===== src/include/ptx_cfg.svh =====
// offsets, field positions, reset values and the indexed window bounds
`ifndef PTX_CFG_SVH
`define PTX_CFG_SVH
`define PTX_OFS_DOMVER     16'h0518
`define PTX_OFS_UNITIDX    16'h0520
`define PTX_OFS_TRIGSTAT   16'h0524
`define PTX_OFS_MSGCFG     16'h0514
`define PTX_WIN_LO         16'h052c
`define PTX_WIN_HI         16'h05b3
`define PTX_VER_RST        4'h2
`define PTX_DOM_RST        8'h00
`define PTX_VER_LSB        8
`define PTX_STAMP_BIT      8
`define PTX_ERR_LSB        16
`define PTX_DOMCHK_BIT     4
`endif


===== src/include/ptx_pkg.sv =====
// types for the timing index and trigger status bank
package ptx_pkg;
  typedef struct packed {
    logic [3:0] version;
    logic [7:0] domain;
    logic       domChk;
    logic       stampSel;
    logic [1:0] fireSel;
    logic [2:0] trigErr;
    logic [2:0] trigDone;
    logic [31:0] rdData;
    logic       rdValid;
  } ptx_state_t;
  typedef struct packed {
    logic       valid;
    logic [3:0] version;
    logic [7:0] domain;
  } ptx_msg_t;
  typedef struct packed {
    logic       capture;
    logic       toHost;
    logic       drop;
  } ptx_verdict_t;
endpackage : ptx_pkg


===== src/rtl/ptx_index_status.sv =====
// timing domain/version filter, unit index pointer and trigger status bank
//
// Summary of operation
// - hold 4-bit version, reset two, capture matches
// - drop messages whose version differs
// - 8-bit domain, reset zero, capture on match
// - domain ignored while domain checking off
// - bit 4 enables domain check, mismatch drops
// - indexed range accesses selected units
// - one index bit selects timestamp unit
// - 2-bit trigger index, code 11 unused
// - late event with notify sets sticky error
// - error clears on enable falling or W1C
// - trigger output with notify sets done
// - writing one clears done, zero keeps
`timescale 1ns/1ps
`include "ptx_cfg.svh"
module ptx_index_status (
  // clock and reset
  input  wire logic                 clk,
  input  wire logic                 rst,
  // management register access
  input  wire logic                 regWr,
  input  wire logic                 regRd,
  input  wire logic [15:0]          regAddr,
  input  wire logic [31:0]          regWrData,
  output logic      [31:0]          regRdData,
  output logic                      regRdValid,
  // indexed window routing
  output logic                      winHit,
  output logic                      stampUnitSelect,
  output logic      [1:0]           fireUnitSelect,
  // trigger unit events
  input  wire logic [2:0]           fireLate,
  input  wire logic [2:0]           fireGenerated,
  input  wire logic [2:0]           fireNotifyEnable,
  input  wire logic [2:0]           fireEnableFall,
  output logic                      trigIrq,
  // received message check
  input  ptx_pkg::ptx_msg_t         rxMsg,
  output ptx_pkg::ptx_verdict_t     rxVerdict
);

  ptx_pkg::ptx_state_t st;
  ptx_pkg::ptx_state_t next_st;

  // address decode shared by read and write paths
  function automatic logic isAddr(input logic [15:0] a, input logic [15:0] ofs);
    isAddr = (a[15:2] == ofs[15:2]);
  endfunction : isAddr

  // window decode for the indexed unit registers
  assign winHit = (regWr | regRd) && (regAddr >= `PTX_WIN_LO) &&
                  (regAddr <= `PTX_WIN_HI);
  assign stampUnitSelect = st.stampSel;
  assign fireUnitSelect  = st.fireSel;
  assign regRdData  = st.rdData;
  assign regRdValid = st.rdValid;
  assign trigIrq    = |{st.trigErr, st.trigDone};

  // message filter on received timing messages
  always_comb begin
    logic verOk;
    logic domOk;
    verOk = (rxMsg.version == st.version);
    domOk = !st.domChk || (rxMsg.domain == st.domain);
    rxVerdict.capture = rxMsg.valid && verOk && domOk;
    rxVerdict.toHost  = rxMsg.valid && verOk && domOk;
    rxVerdict.drop    = rxMsg.valid && !(verOk && domOk);
  end

  // register writes, sticky status and read mux
  always_comb begin
    logic [2:0] errW1c;
    logic [2:0] doneW1c;
    next_st = st;
    errW1c  = 3'h0;
    doneW1c = 3'h0;
    if (regWr && isAddr(regAddr, `PTX_OFS_DOMVER)) begin
      next_st.version = regWrData[`PTX_VER_LSB +: 4];
      next_st.domain  = regWrData[7:0];
    end
    if (regWr && isAddr(regAddr, `PTX_OFS_MSGCFG)) begin
      next_st.domChk = regWrData[`PTX_DOMCHK_BIT];
    end
    if (regWr && isAddr(regAddr, `PTX_OFS_UNITIDX)) begin
      next_st.stampSel = regWrData[`PTX_STAMP_BIT];
      next_st.fireSel  = regWrData[1:0];
    end
    if (regWr && isAddr(regAddr, `PTX_OFS_TRIGSTAT)) begin
      errW1c  = regWrData[`PTX_ERR_LSB +: 3];
      doneW1c = regWrData[2:0];
    end
    // set wins over clear
    next_st.trigErr  = (st.trigErr & ~errW1c & ~fireEnableFall) |
                       (fireLate & fireNotifyEnable);
    next_st.trigDone = (st.trigDone & ~doneW1c) |
                       (fireGenerated & fireNotifyEnable);
    next_st.rdValid = regRd;
    next_st.rdData  = 32'h0;
    if (regRd) begin
      if (isAddr(regAddr, `PTX_OFS_DOMVER))
        next_st.rdData = {20'h0, st.version, st.domain};
      else if (isAddr(regAddr, `PTX_OFS_MSGCFG))
        next_st.rdData = {27'h0, st.domChk, 4'h0};
      else if (isAddr(regAddr, `PTX_OFS_UNITIDX))
        next_st.rdData = {23'h0, st.stampSel, 6'h0, st.fireSel};
      else if (isAddr(regAddr, `PTX_OFS_TRIGSTAT))
        next_st.rdData = {13'h0, st.trigErr, 13'h0, st.trigDone};
    end
  end

  // state register
  always_ff @(posedge clk or posedge rst) begin
    if (rst) begin
      st          <= '0;
      st.version  <= `PTX_VER_RST;
      st.domain   <= `PTX_DOM_RST;
    end else begin
      st <= next_st;
    end
  end

  // filter values must be back at their defaults on the first edge after reset
  verRst_a: assert property (@(posedge clk)
    $fell(rst) |-> st.version == `PTX_VER_RST && st.domain == `PTX_DOM_RST)
    else $error("filter values wrong after reset");

  // a version mismatch drops the message whatever the domain says
  verDrop_a: assert property (@(posedge clk) disable iff (rst)
    rxMsg.valid && rxMsg.version != st.version |->
    rxVerdict.drop && !rxVerdict.capture && !rxVerdict.toHost)
    else $error("mismatched version not dropped");

  // with checking on, a foreign domain never reaches capture
  domMatch_a: assert property (@(posedge clk) disable iff (rst)
    rxMsg.valid && st.domChk && rxMsg.domain != st.domain |->
    rxVerdict.drop && !rxVerdict.capture)
    else $error("mismatched domain passed");

  // with checking on, a full match goes to the host port
  hostRoute_a: assert property (@(posedge clk) disable iff (rst)
    rxMsg.valid && st.domChk && rxMsg.version == st.version &&
    rxMsg.domain == st.domain |-> rxVerdict.toHost && rxVerdict.capture && !rxVerdict.drop)
    else $error("matching domain not sent to host");

  // with checking off only the version decides
  domIgnore_a: assert property (@(posedge clk) disable iff (rst)
    rxMsg.valid && !st.domChk && rxMsg.version == st.version |->
    rxVerdict.capture && !rxVerdict.drop)
    else $error("domain not ignored");

  // window decode at both ends of the indexed range and just past it
  winLow_a: assert property (@(posedge clk) disable iff (rst)
    (regWr || regRd) && regAddr == `PTX_WIN_LO |-> winHit)
    else $error("window start not decoded");
  winHigh_a: assert property (@(posedge clk) disable iff (rst)
    (regWr || regRd) && regAddr == `PTX_WIN_HI |-> winHit)
    else $error("window end not decoded");
  winOut_a: assert property (@(posedge clk) disable iff (rst)
    (regWr || regRd) && regAddr > `PTX_WIN_HI |-> !winHit)
    else $error("window hit past its end");

  // an index write lands one cycle later on the unit selects
  idxWrite_a: assert property (@(posedge clk) disable iff (rst)
    regWr && regAddr == `PTX_OFS_UNITIDX |=>
    stampUnitSelect == $past(regWrData[`PTX_STAMP_BIT]) &&
    fireUnitSelect == $past(regWrData[1:0]))
    else $error("index write lost");

  // a notified late event raises its error bit and the interrupt
  errSet_a: assert property (@(posedge clk) disable iff (rst)
    (fireLate & fireNotifyEnable) != 3'h0 |=> trigIrq ##0
    ((st.trigErr & $past(fireLate & fireNotifyEnable)) == $past(fireLate & fireNotifyEnable)))
    else $error("error bit not set");

  // a late event without notify leaves a clear error bit clear
  errQuiet_a: assert property (@(posedge clk) disable iff (rst)
    (fireLate & ~fireNotifyEnable & ~st.trigErr) != 3'h0 |=>
    (st.trigErr & $past(fireLate & ~fireNotifyEnable & ~st.trigErr)) == 3'h0)
    else $error("error bit set without notify");

  // enable falling clears the error bit unless a new late event lands with it
  errClr_a: assert property (@(posedge clk) disable iff (rst)
    (fireEnableFall & ~(fireLate & fireNotifyEnable)) != 3'h0 |=>
    (st.trigErr & $past(fireEnableFall & ~(fireLate & fireNotifyEnable))) == 3'h0)
    else $error("error bit not cleared");

  // writing one to an error bit clears it, a same-cycle set still wins
  errW1c_a: assert property (@(posedge clk) disable iff (rst)
    regWr && regAddr == `PTX_OFS_TRIGSTAT &&
    (regWrData[`PTX_ERR_LSB +: 3] & ~(fireLate & fireNotifyEnable)) != 3'h0 |=>
    (st.trigErr & $past(regWrData[`PTX_ERR_LSB +: 3] & ~(fireLate & fireNotifyEnable))) == 3'h0)
    else $error("error bit not cleared by write");

  // a notified trigger output raises its done bit and the interrupt
  doneSet_a: assert property (@(posedge clk) disable iff (rst)
    (fireGenerated & fireNotifyEnable) != 3'h0 |=> trigIrq ##0
    ((st.trigDone & $past(fireGenerated & fireNotifyEnable)) ==
    $past(fireGenerated & fireNotifyEnable)))
    else $error("done bit not set");

  // writing one clears a done bit unless a new output lands in that cycle
  doneClr_a: assert property (@(posedge clk) disable iff (rst)
    regWr && regAddr == `PTX_OFS_TRIGSTAT &&
    (regWrData[2:0] & ~(fireGenerated & fireNotifyEnable)) != 3'h0 |=>
    (st.trigDone & $past(regWrData[2:0] & ~(fireGenerated & fireNotifyEnable))) == 3'h0)
    else $error("done bit not cleared by write");

  // writing zero keeps a standing done bit
  doneKeep_a: assert property (@(posedge clk) disable iff (rst)
    regWr && regAddr == `PTX_OFS_TRIGSTAT |=>
    (st.trigDone & $past(st.trigDone & ~regWrData[2:0])) ==
    $past(st.trigDone & ~regWrData[2:0]))
    else $error("done bit lost on zero write");

  // reserved positions of the status and index words read as zero
  resvRead_a: assert property (@(posedge clk) disable iff (rst)
    regRd && regAddr == `PTX_OFS_TRIGSTAT |=> regRdValid && regRdData[31:19] == 13'h0 &&
    regRdData[15:3] == 13'h0)
    else $error("reserved bits nonzero");
  idxResv_a: assert property (@(posedge clk) disable iff (rst)
    regRd && regAddr == `PTX_OFS_UNITIDX |=> regRdValid && regRdData[31:9] == 23'h0 &&
    regRdData[7:2] == 6'h0)
    else $error("reserved index bits nonzero");

  // main scenarios reached
  doneCov_c: cover property (@(posedge clk) disable iff (rst) $rose(st.trigDone[0]));
  errCov_c: cover property (@(posedge clk) disable iff (rst) $fell(st.trigErr[1]));
  winCov_c: cover property (@(posedge clk) disable iff (rst) winHit && st.stampSel);
  dropCov_c: cover property (@(posedge clk) disable iff (rst) rxVerdict.drop && st.domChk);
  setWin_c: cover property (@(posedge clk) disable iff (rst) regWr &&
    regAddr == `PTX_OFS_TRIGSTAT && (regWrData[2:0] & fireGenerated & fireNotifyEnable) != 3'h0);

endmodule : ptx_index_status


===== config.mk =====
export PLATFORM = sky130hd
export DESIGN_NAME = ptx_index_status
export DESIGN_NICKNAME = d
export VERILOG_FILES = /design/src/include/ptx_pkg.sv /design/src/rtl/ptx_index_status.sv
export VERILOG_INCLUDE_DIRS = /design/src /design/src/include
export SDC_FILE = /design/constraint.sdc
export NUM_CORES = 1
export LEC_CHECK = 0
export BUFFER_PORTS_ARGS = -buffer_cell sky130_fd_sc_hd__buf_4
export CAP_MARGIN = 5
export CORE_ASPECT_RATIO = 0.6
export CORE_MARGIN = 2
export CORE_UTILIZATION = 45
export CTS_BUF_LIST = sky130_fd_sc_hd__clkbuf_8
export CTS_CLUSTER_DIAMETER = 80
export CTS_CLUSTER_SIZE = 25
export DETAILED_ROUTE_END_ITERATION = 7
export PLACE_DENSITY = 0.82
export SYNTH_ARGS = -nofsm -noshare
export SYNTH_HDL_FRONTEND = slang
export SYNTH_SLANG_ARGS = --single-unit

===== constraint.sdc =====
create_clock -name clk -period 1.66 [get_ports clk]
set_clock_uncertainty 0.15 [all_clocks]
set_input_delay 0.083 -clock clk [delete_from_list [all_inputs] [get_ports clk]]
set_output_delay 0.083 -clock clk [all_outputs]
set_load 0.01 [all_outputs]

# ---- Yosys cells after proc, flatten, opt, wreduce, memory -nomap -nowiden
# Index checks and enable logic that the tools add are counted.
# Widths: inputs -> output; s select.
dict set report totals {
  register_bits 55
  in_bits 77
  wordCells 49
  romBits 0
  output_inout_bits 41
  latchBits 0
  ram_bits 0
  mem_count 0
}
dict set report op_classes {
  mux 7
  magnitude_cmp 2
  n_mul 0
  n_addsub 0
  n_div 0
  bitwise_logic 11
  n_eq_ne 6
  reduce_logical 14
  shift 0
}
# cell n
set op_table {}
lappend op_table {{$mux 19} 5}
lappend op_table {{$eq 14x9->1 const B} 4}
lappend op_table {{$ge 16x11->1 const B} 1}
lappend op_table {{$le 16x11->1 const B} 1}
lappend op_table {{$and 3x3->3} 5}
lappend op_table {{$logic_and 1x1->1} 10}
lappend op_table {{$not 3->3} 3}
lappend op_table {{$eq 8x8->1} 1}
lappend op_table {{$mux 3} 2}
lappend op_table {{$or 3x3->3} 2}
lappend op_table {{$reduce_or 6->1} 1}
lappend op_table {{$eq 4x4->1} 1}
lappend op_table {{$logic_not 1->1} 2}
lappend op_table {{$logic_or 1x1->1} 1}
lappend op_table {{$or 1x1->1} 1}

# ---- Depth between registers and ports, before layout
dict set report logic_depth {
  word_depth 7
  ltp_mapped 6
  depth_no_buf 4
}

# ---- Least setup slack after synthesis
# Ideal clock, no wire load.
dict set report synth_timing {
  path_type {input to register}
  start {input regAddr[11]}
  end {register st[43] in the netlist's numbering}
  setup_time_ps 125
  slack_ps 97
  cell_stages 5
  t_arrival_ps 1288
  n_path_buf 1
  required_ps 1385
  cell_sequence {nor4b_4 -> nand4_4 -> nor2_2 -> buf_4 -> mux2_2}
}
dict set report synth_via {
  elab_chain_cells 2
}
# item line_no
set synth_rtl {}
lappend synth_rtl {{start: declaration} ptx_index_status.sv:25} ;# input wire logic [15:0] regAddr,
lappend synth_rtl {{$eq 14x9->1} ptx_index_status.sv:49} ;# isAddr = (a[15:2] == ofs[15:2]);
lappend synth_rtl {{$logic_and 1x1->1} ptx_index_status.sv:79} ;# if (regWr && isAddr(regAddr, `PTX_OFS_DOMVER)) begin
lappend synth_rtl {{end signal: assignment} ptx_index_status.sv:120} ;# st <= next_st;
lappend synth_rtl {{end: declaration} ptx_index_status.sv:44} ;# ptx_pkg::ptx_state_t st;
# Every way passes these cells.
# A chain may end at the register's enable or synchronous reset.

==> results.yml <==
clock_tree:
  clock_sinks: 38
  clockBufferDepth: 2
  clock_latency_ns: 0.28
  clk_pin_slew_ns: 0.07
  root_buffer: "clkbuf_8"
  cts_buffers: 5
  cts_tree: "built"
  h-tree-depth: 2
setup_path:
  slowest_delay_ns: 0.39
  worst_path_most_repeated_cell: "buf_4"
  rr_worst_depth: 2
  crit_type: "reg -> out"
  crit_path_max_fanout: 2
  critical-path-slowest-cell: "dfrtp_1"
  endpoint_kind: "output port"
  path_cells: "xor2_1 -> nor4_2 -> buf_4 -> and3_4 -> buf_4"
  critPathLaunchType: "flop"
  cp.required_ns: 1.43
  cp.arrival_ns: 1.59
cells_and_area:
  area_growth_pct: 47.3
  fill_cells: 363
  num_antenna_cells: 0
  multiInputGateArea_um2: 885
  seq_area_um2: 952
  nets: 364
  drive_above_1_share_pct: 44.3
status:
  violations: "setup timing"
  status: "finished with violations"
place:
  pre_cts_slack_ns: -0.119
  place_hpwl_mm: 3.32
  place.gp.congestion: 0.821
  io_buffer_count: 81
global_route:
  antenna_found_initial: 0
  grt_max_degree: 39
  grt_pass1_wl_mm: 7.57
  grt_pass1_vias: 1628
  overflow: 0
  grt.total_usage_pct: 18.9
timing:
  drv_slew: 0
  hold_viol_final: 0
  fin_hold_ws_ns: 0.0136
  min_period_over_period_pct: 110
  setup-tns-final_ns: -0.432
  rsz0062_at_grt: "yes"
  finalCriticalPeriod_ns: 1.83
  finalSetupViolCount: 3
  layout_setup_ws_ns: -0.166
  fmax_mhz: 548
routing:
  first_pass_iters: 4
  drcViolationCount: 0
  wirelength_mm: 4.66
  wl_per_cell_um: 13.3
  vias: 1599
  drtAntennaViolNets: 0
  drt_first_iter_violations: 29
  viasPerCell: 4.57
floorplan:
  die_w_um: 91.6
  die-area_um2: 5180
  initial_utilization_pct: 46.1
  fp-row-count: 19
  core_um2: 4490
  die_h_um: 56.5
  ios: 118
yosys:
  synth-async-reset-ratio_pct: 100
  yosysTopAreaCell: "dfrtp_1"
  ys_seq_area_share_pct: 46.0
  yosys-top-cells-area: "dfrtp_1 45%, buf_4 13%, mux2_2 8.7%"
  ys.flop_type: "dfrtp_1"
  synth_area_um2: 2070
  syn_avg_cell_area_um2: 11.4
  synth_edf_count: 0
  yosys.area.top_type_share_pct: 44.7
  synthCells: 181
  ys_seq_elements: 38
  yosysUniqueCellTypes: 39
  synth_warnings: 0
min_path:
  min_path_type: "in -> reg"
  hold_path_depth: 3
run:
  drv_cap: 0
power:
  vdd_drop_max_v: 0.000407
  powerDensity_nw_per_um2: 664
  p_leak_nw: 1.51
placed cells by master, fill, tap and decap left out, types with 2 or more instances in the layout:
cell type / instances
nand2b_1: 2
nand4b_1: 2
nor4b_4: 2
nor4_1: 2
nor2b_1: 2
nand4_1: 3
and2_1: 10
nor2_1: 4
nand2_1: 8
mux2i_1: 2
o2bb2ai_1: 3
conb_1: 17
a22o_1: 4
a21oi_1: 4
xnor2_1: 8
clkbuf_8: 6
buf_4: 94
mux2_2: 16
nand3b_1: 3
dlygate4sd3_1: 28
a32o_1: 3
dfrtp_1: 37
xor2_1: 4
inv_1: 4
cells by family after synthesis:
group                  synth area share (%)
AND/OR/NAND/NOR                        17.3
multiplexers                           9.67
AO/OA/AOI/OAI                          7.01
XOR/XNOR                               5.08
flip-flops                             46.0
buffers and inverters                  14.7
other                                 0.181
repair_timing:
item	in CTS	in global routing
endpoints found under the setup margin	3	3
pin swaps	2	0
resized for setup	3	0
setup buffers	2	0
hold buffers	28	0
hold endpoints to repair	60	0
metal layers:
| layer | up-vias | part of all wire [%] | GRT usage (%) |
|---|---|---|---|
| met1 | 758 | 43 | 23.9 |
| met3 | 0 | 7.8 | 6.58 |
| met2 | 56 | 49 | 32.8 |
| met4 | 0 | 0 | 1.95 |
| met5 | - | 0 | 0 |
| li1 | 785 | - | - |
flip-flops by register name (all words and copies together), names as in the netlist:
| register | count |
|---|---|
| st | 19 |
| regRdData | 15 |
| fireUnitSelect | 2 |
| stampUnitSelect | 1 |
| regRdValid | 1 |
critical path: cells and delay by family (launching register included):
| kind | cells | cell delay (ns) |
|---|---|---|
| buffers and inverters | 2 | 0.28 |
| xor gates and xnor gates | 1 | 0.15 |
| DFF | 1 | 0.39 |
| and+or+nand+nor | 2 | 0.50 |
cell type report:
| type | instances | area share, % |
|---|---|---|
| clock buffer | 6 | 2.71 |
| sequential | 38 | 31.2 |
| timing repair buffer | 123 | 33.0 |
| clock inverter | 1 | 0.985 |
| inverter | 4 | 0.492 |
| multi-input combinational | 115 | 29.0 |
| tap | 63 | 2.59 |
power breakdown:
group	total, mW	switching (mW)	internal, mW
sequential	0.939	0.00575	0.933
clock	0.796	0.316	0.481
combinational	0.290	0.117	0.173
per-stage QoR:
stage | area (um^2) | power, mW | instances | util, %
final | 3050 | 2.03 | 350 | 67.9
after global routing | 3050 | 2.11 | 350 | 67.9
after CTS | 3050 | 2.04 | 350 | 67.9
after detailed placement | 2630 | 1.19 | 313 | 58.5
after global placement | 2630 | 1.19 | 313 | 58.5
after floorplan | 2130 | 1.07 | 197 | -
cells in the mapped netlist, types with 2 or more instances:
library cell / instances
nor2_1: 4
nor4_1: 3
nand2_1: 8
xnor2_1: 8
buf_4: 36
nor4b_4: 2
buf_2: 3
and2_1: 10
a22o_1: 4
nand2b_1: 2
a32o_1: 3
nand4b_1: 2
nand3b_1: 3
inv_1: 4
o21ai_0: 2
nand4_1: 3
xor2_1: 4
o2bb2ai_1: 3
a21oi_1: 4
mux2_2: 16
dfrtp_1: 37
mux2i_1: 2
nor2b_1: 2
worst paths after layout:
check,end,from,slack [ns]
worst max-delay path,rxVerdict[1],st[54],-0.17
worst min-delay path,st[38],regWrData[18],0.01
worst max register to register,st[51],st[51],0.61
worst min register to register,regRdData[5],st[48],0.38
max in group asynchronous,st[52],rst,0.69
min in group asynchronous,st[36],rst,0.33
(Power assumes the default switching activity.)
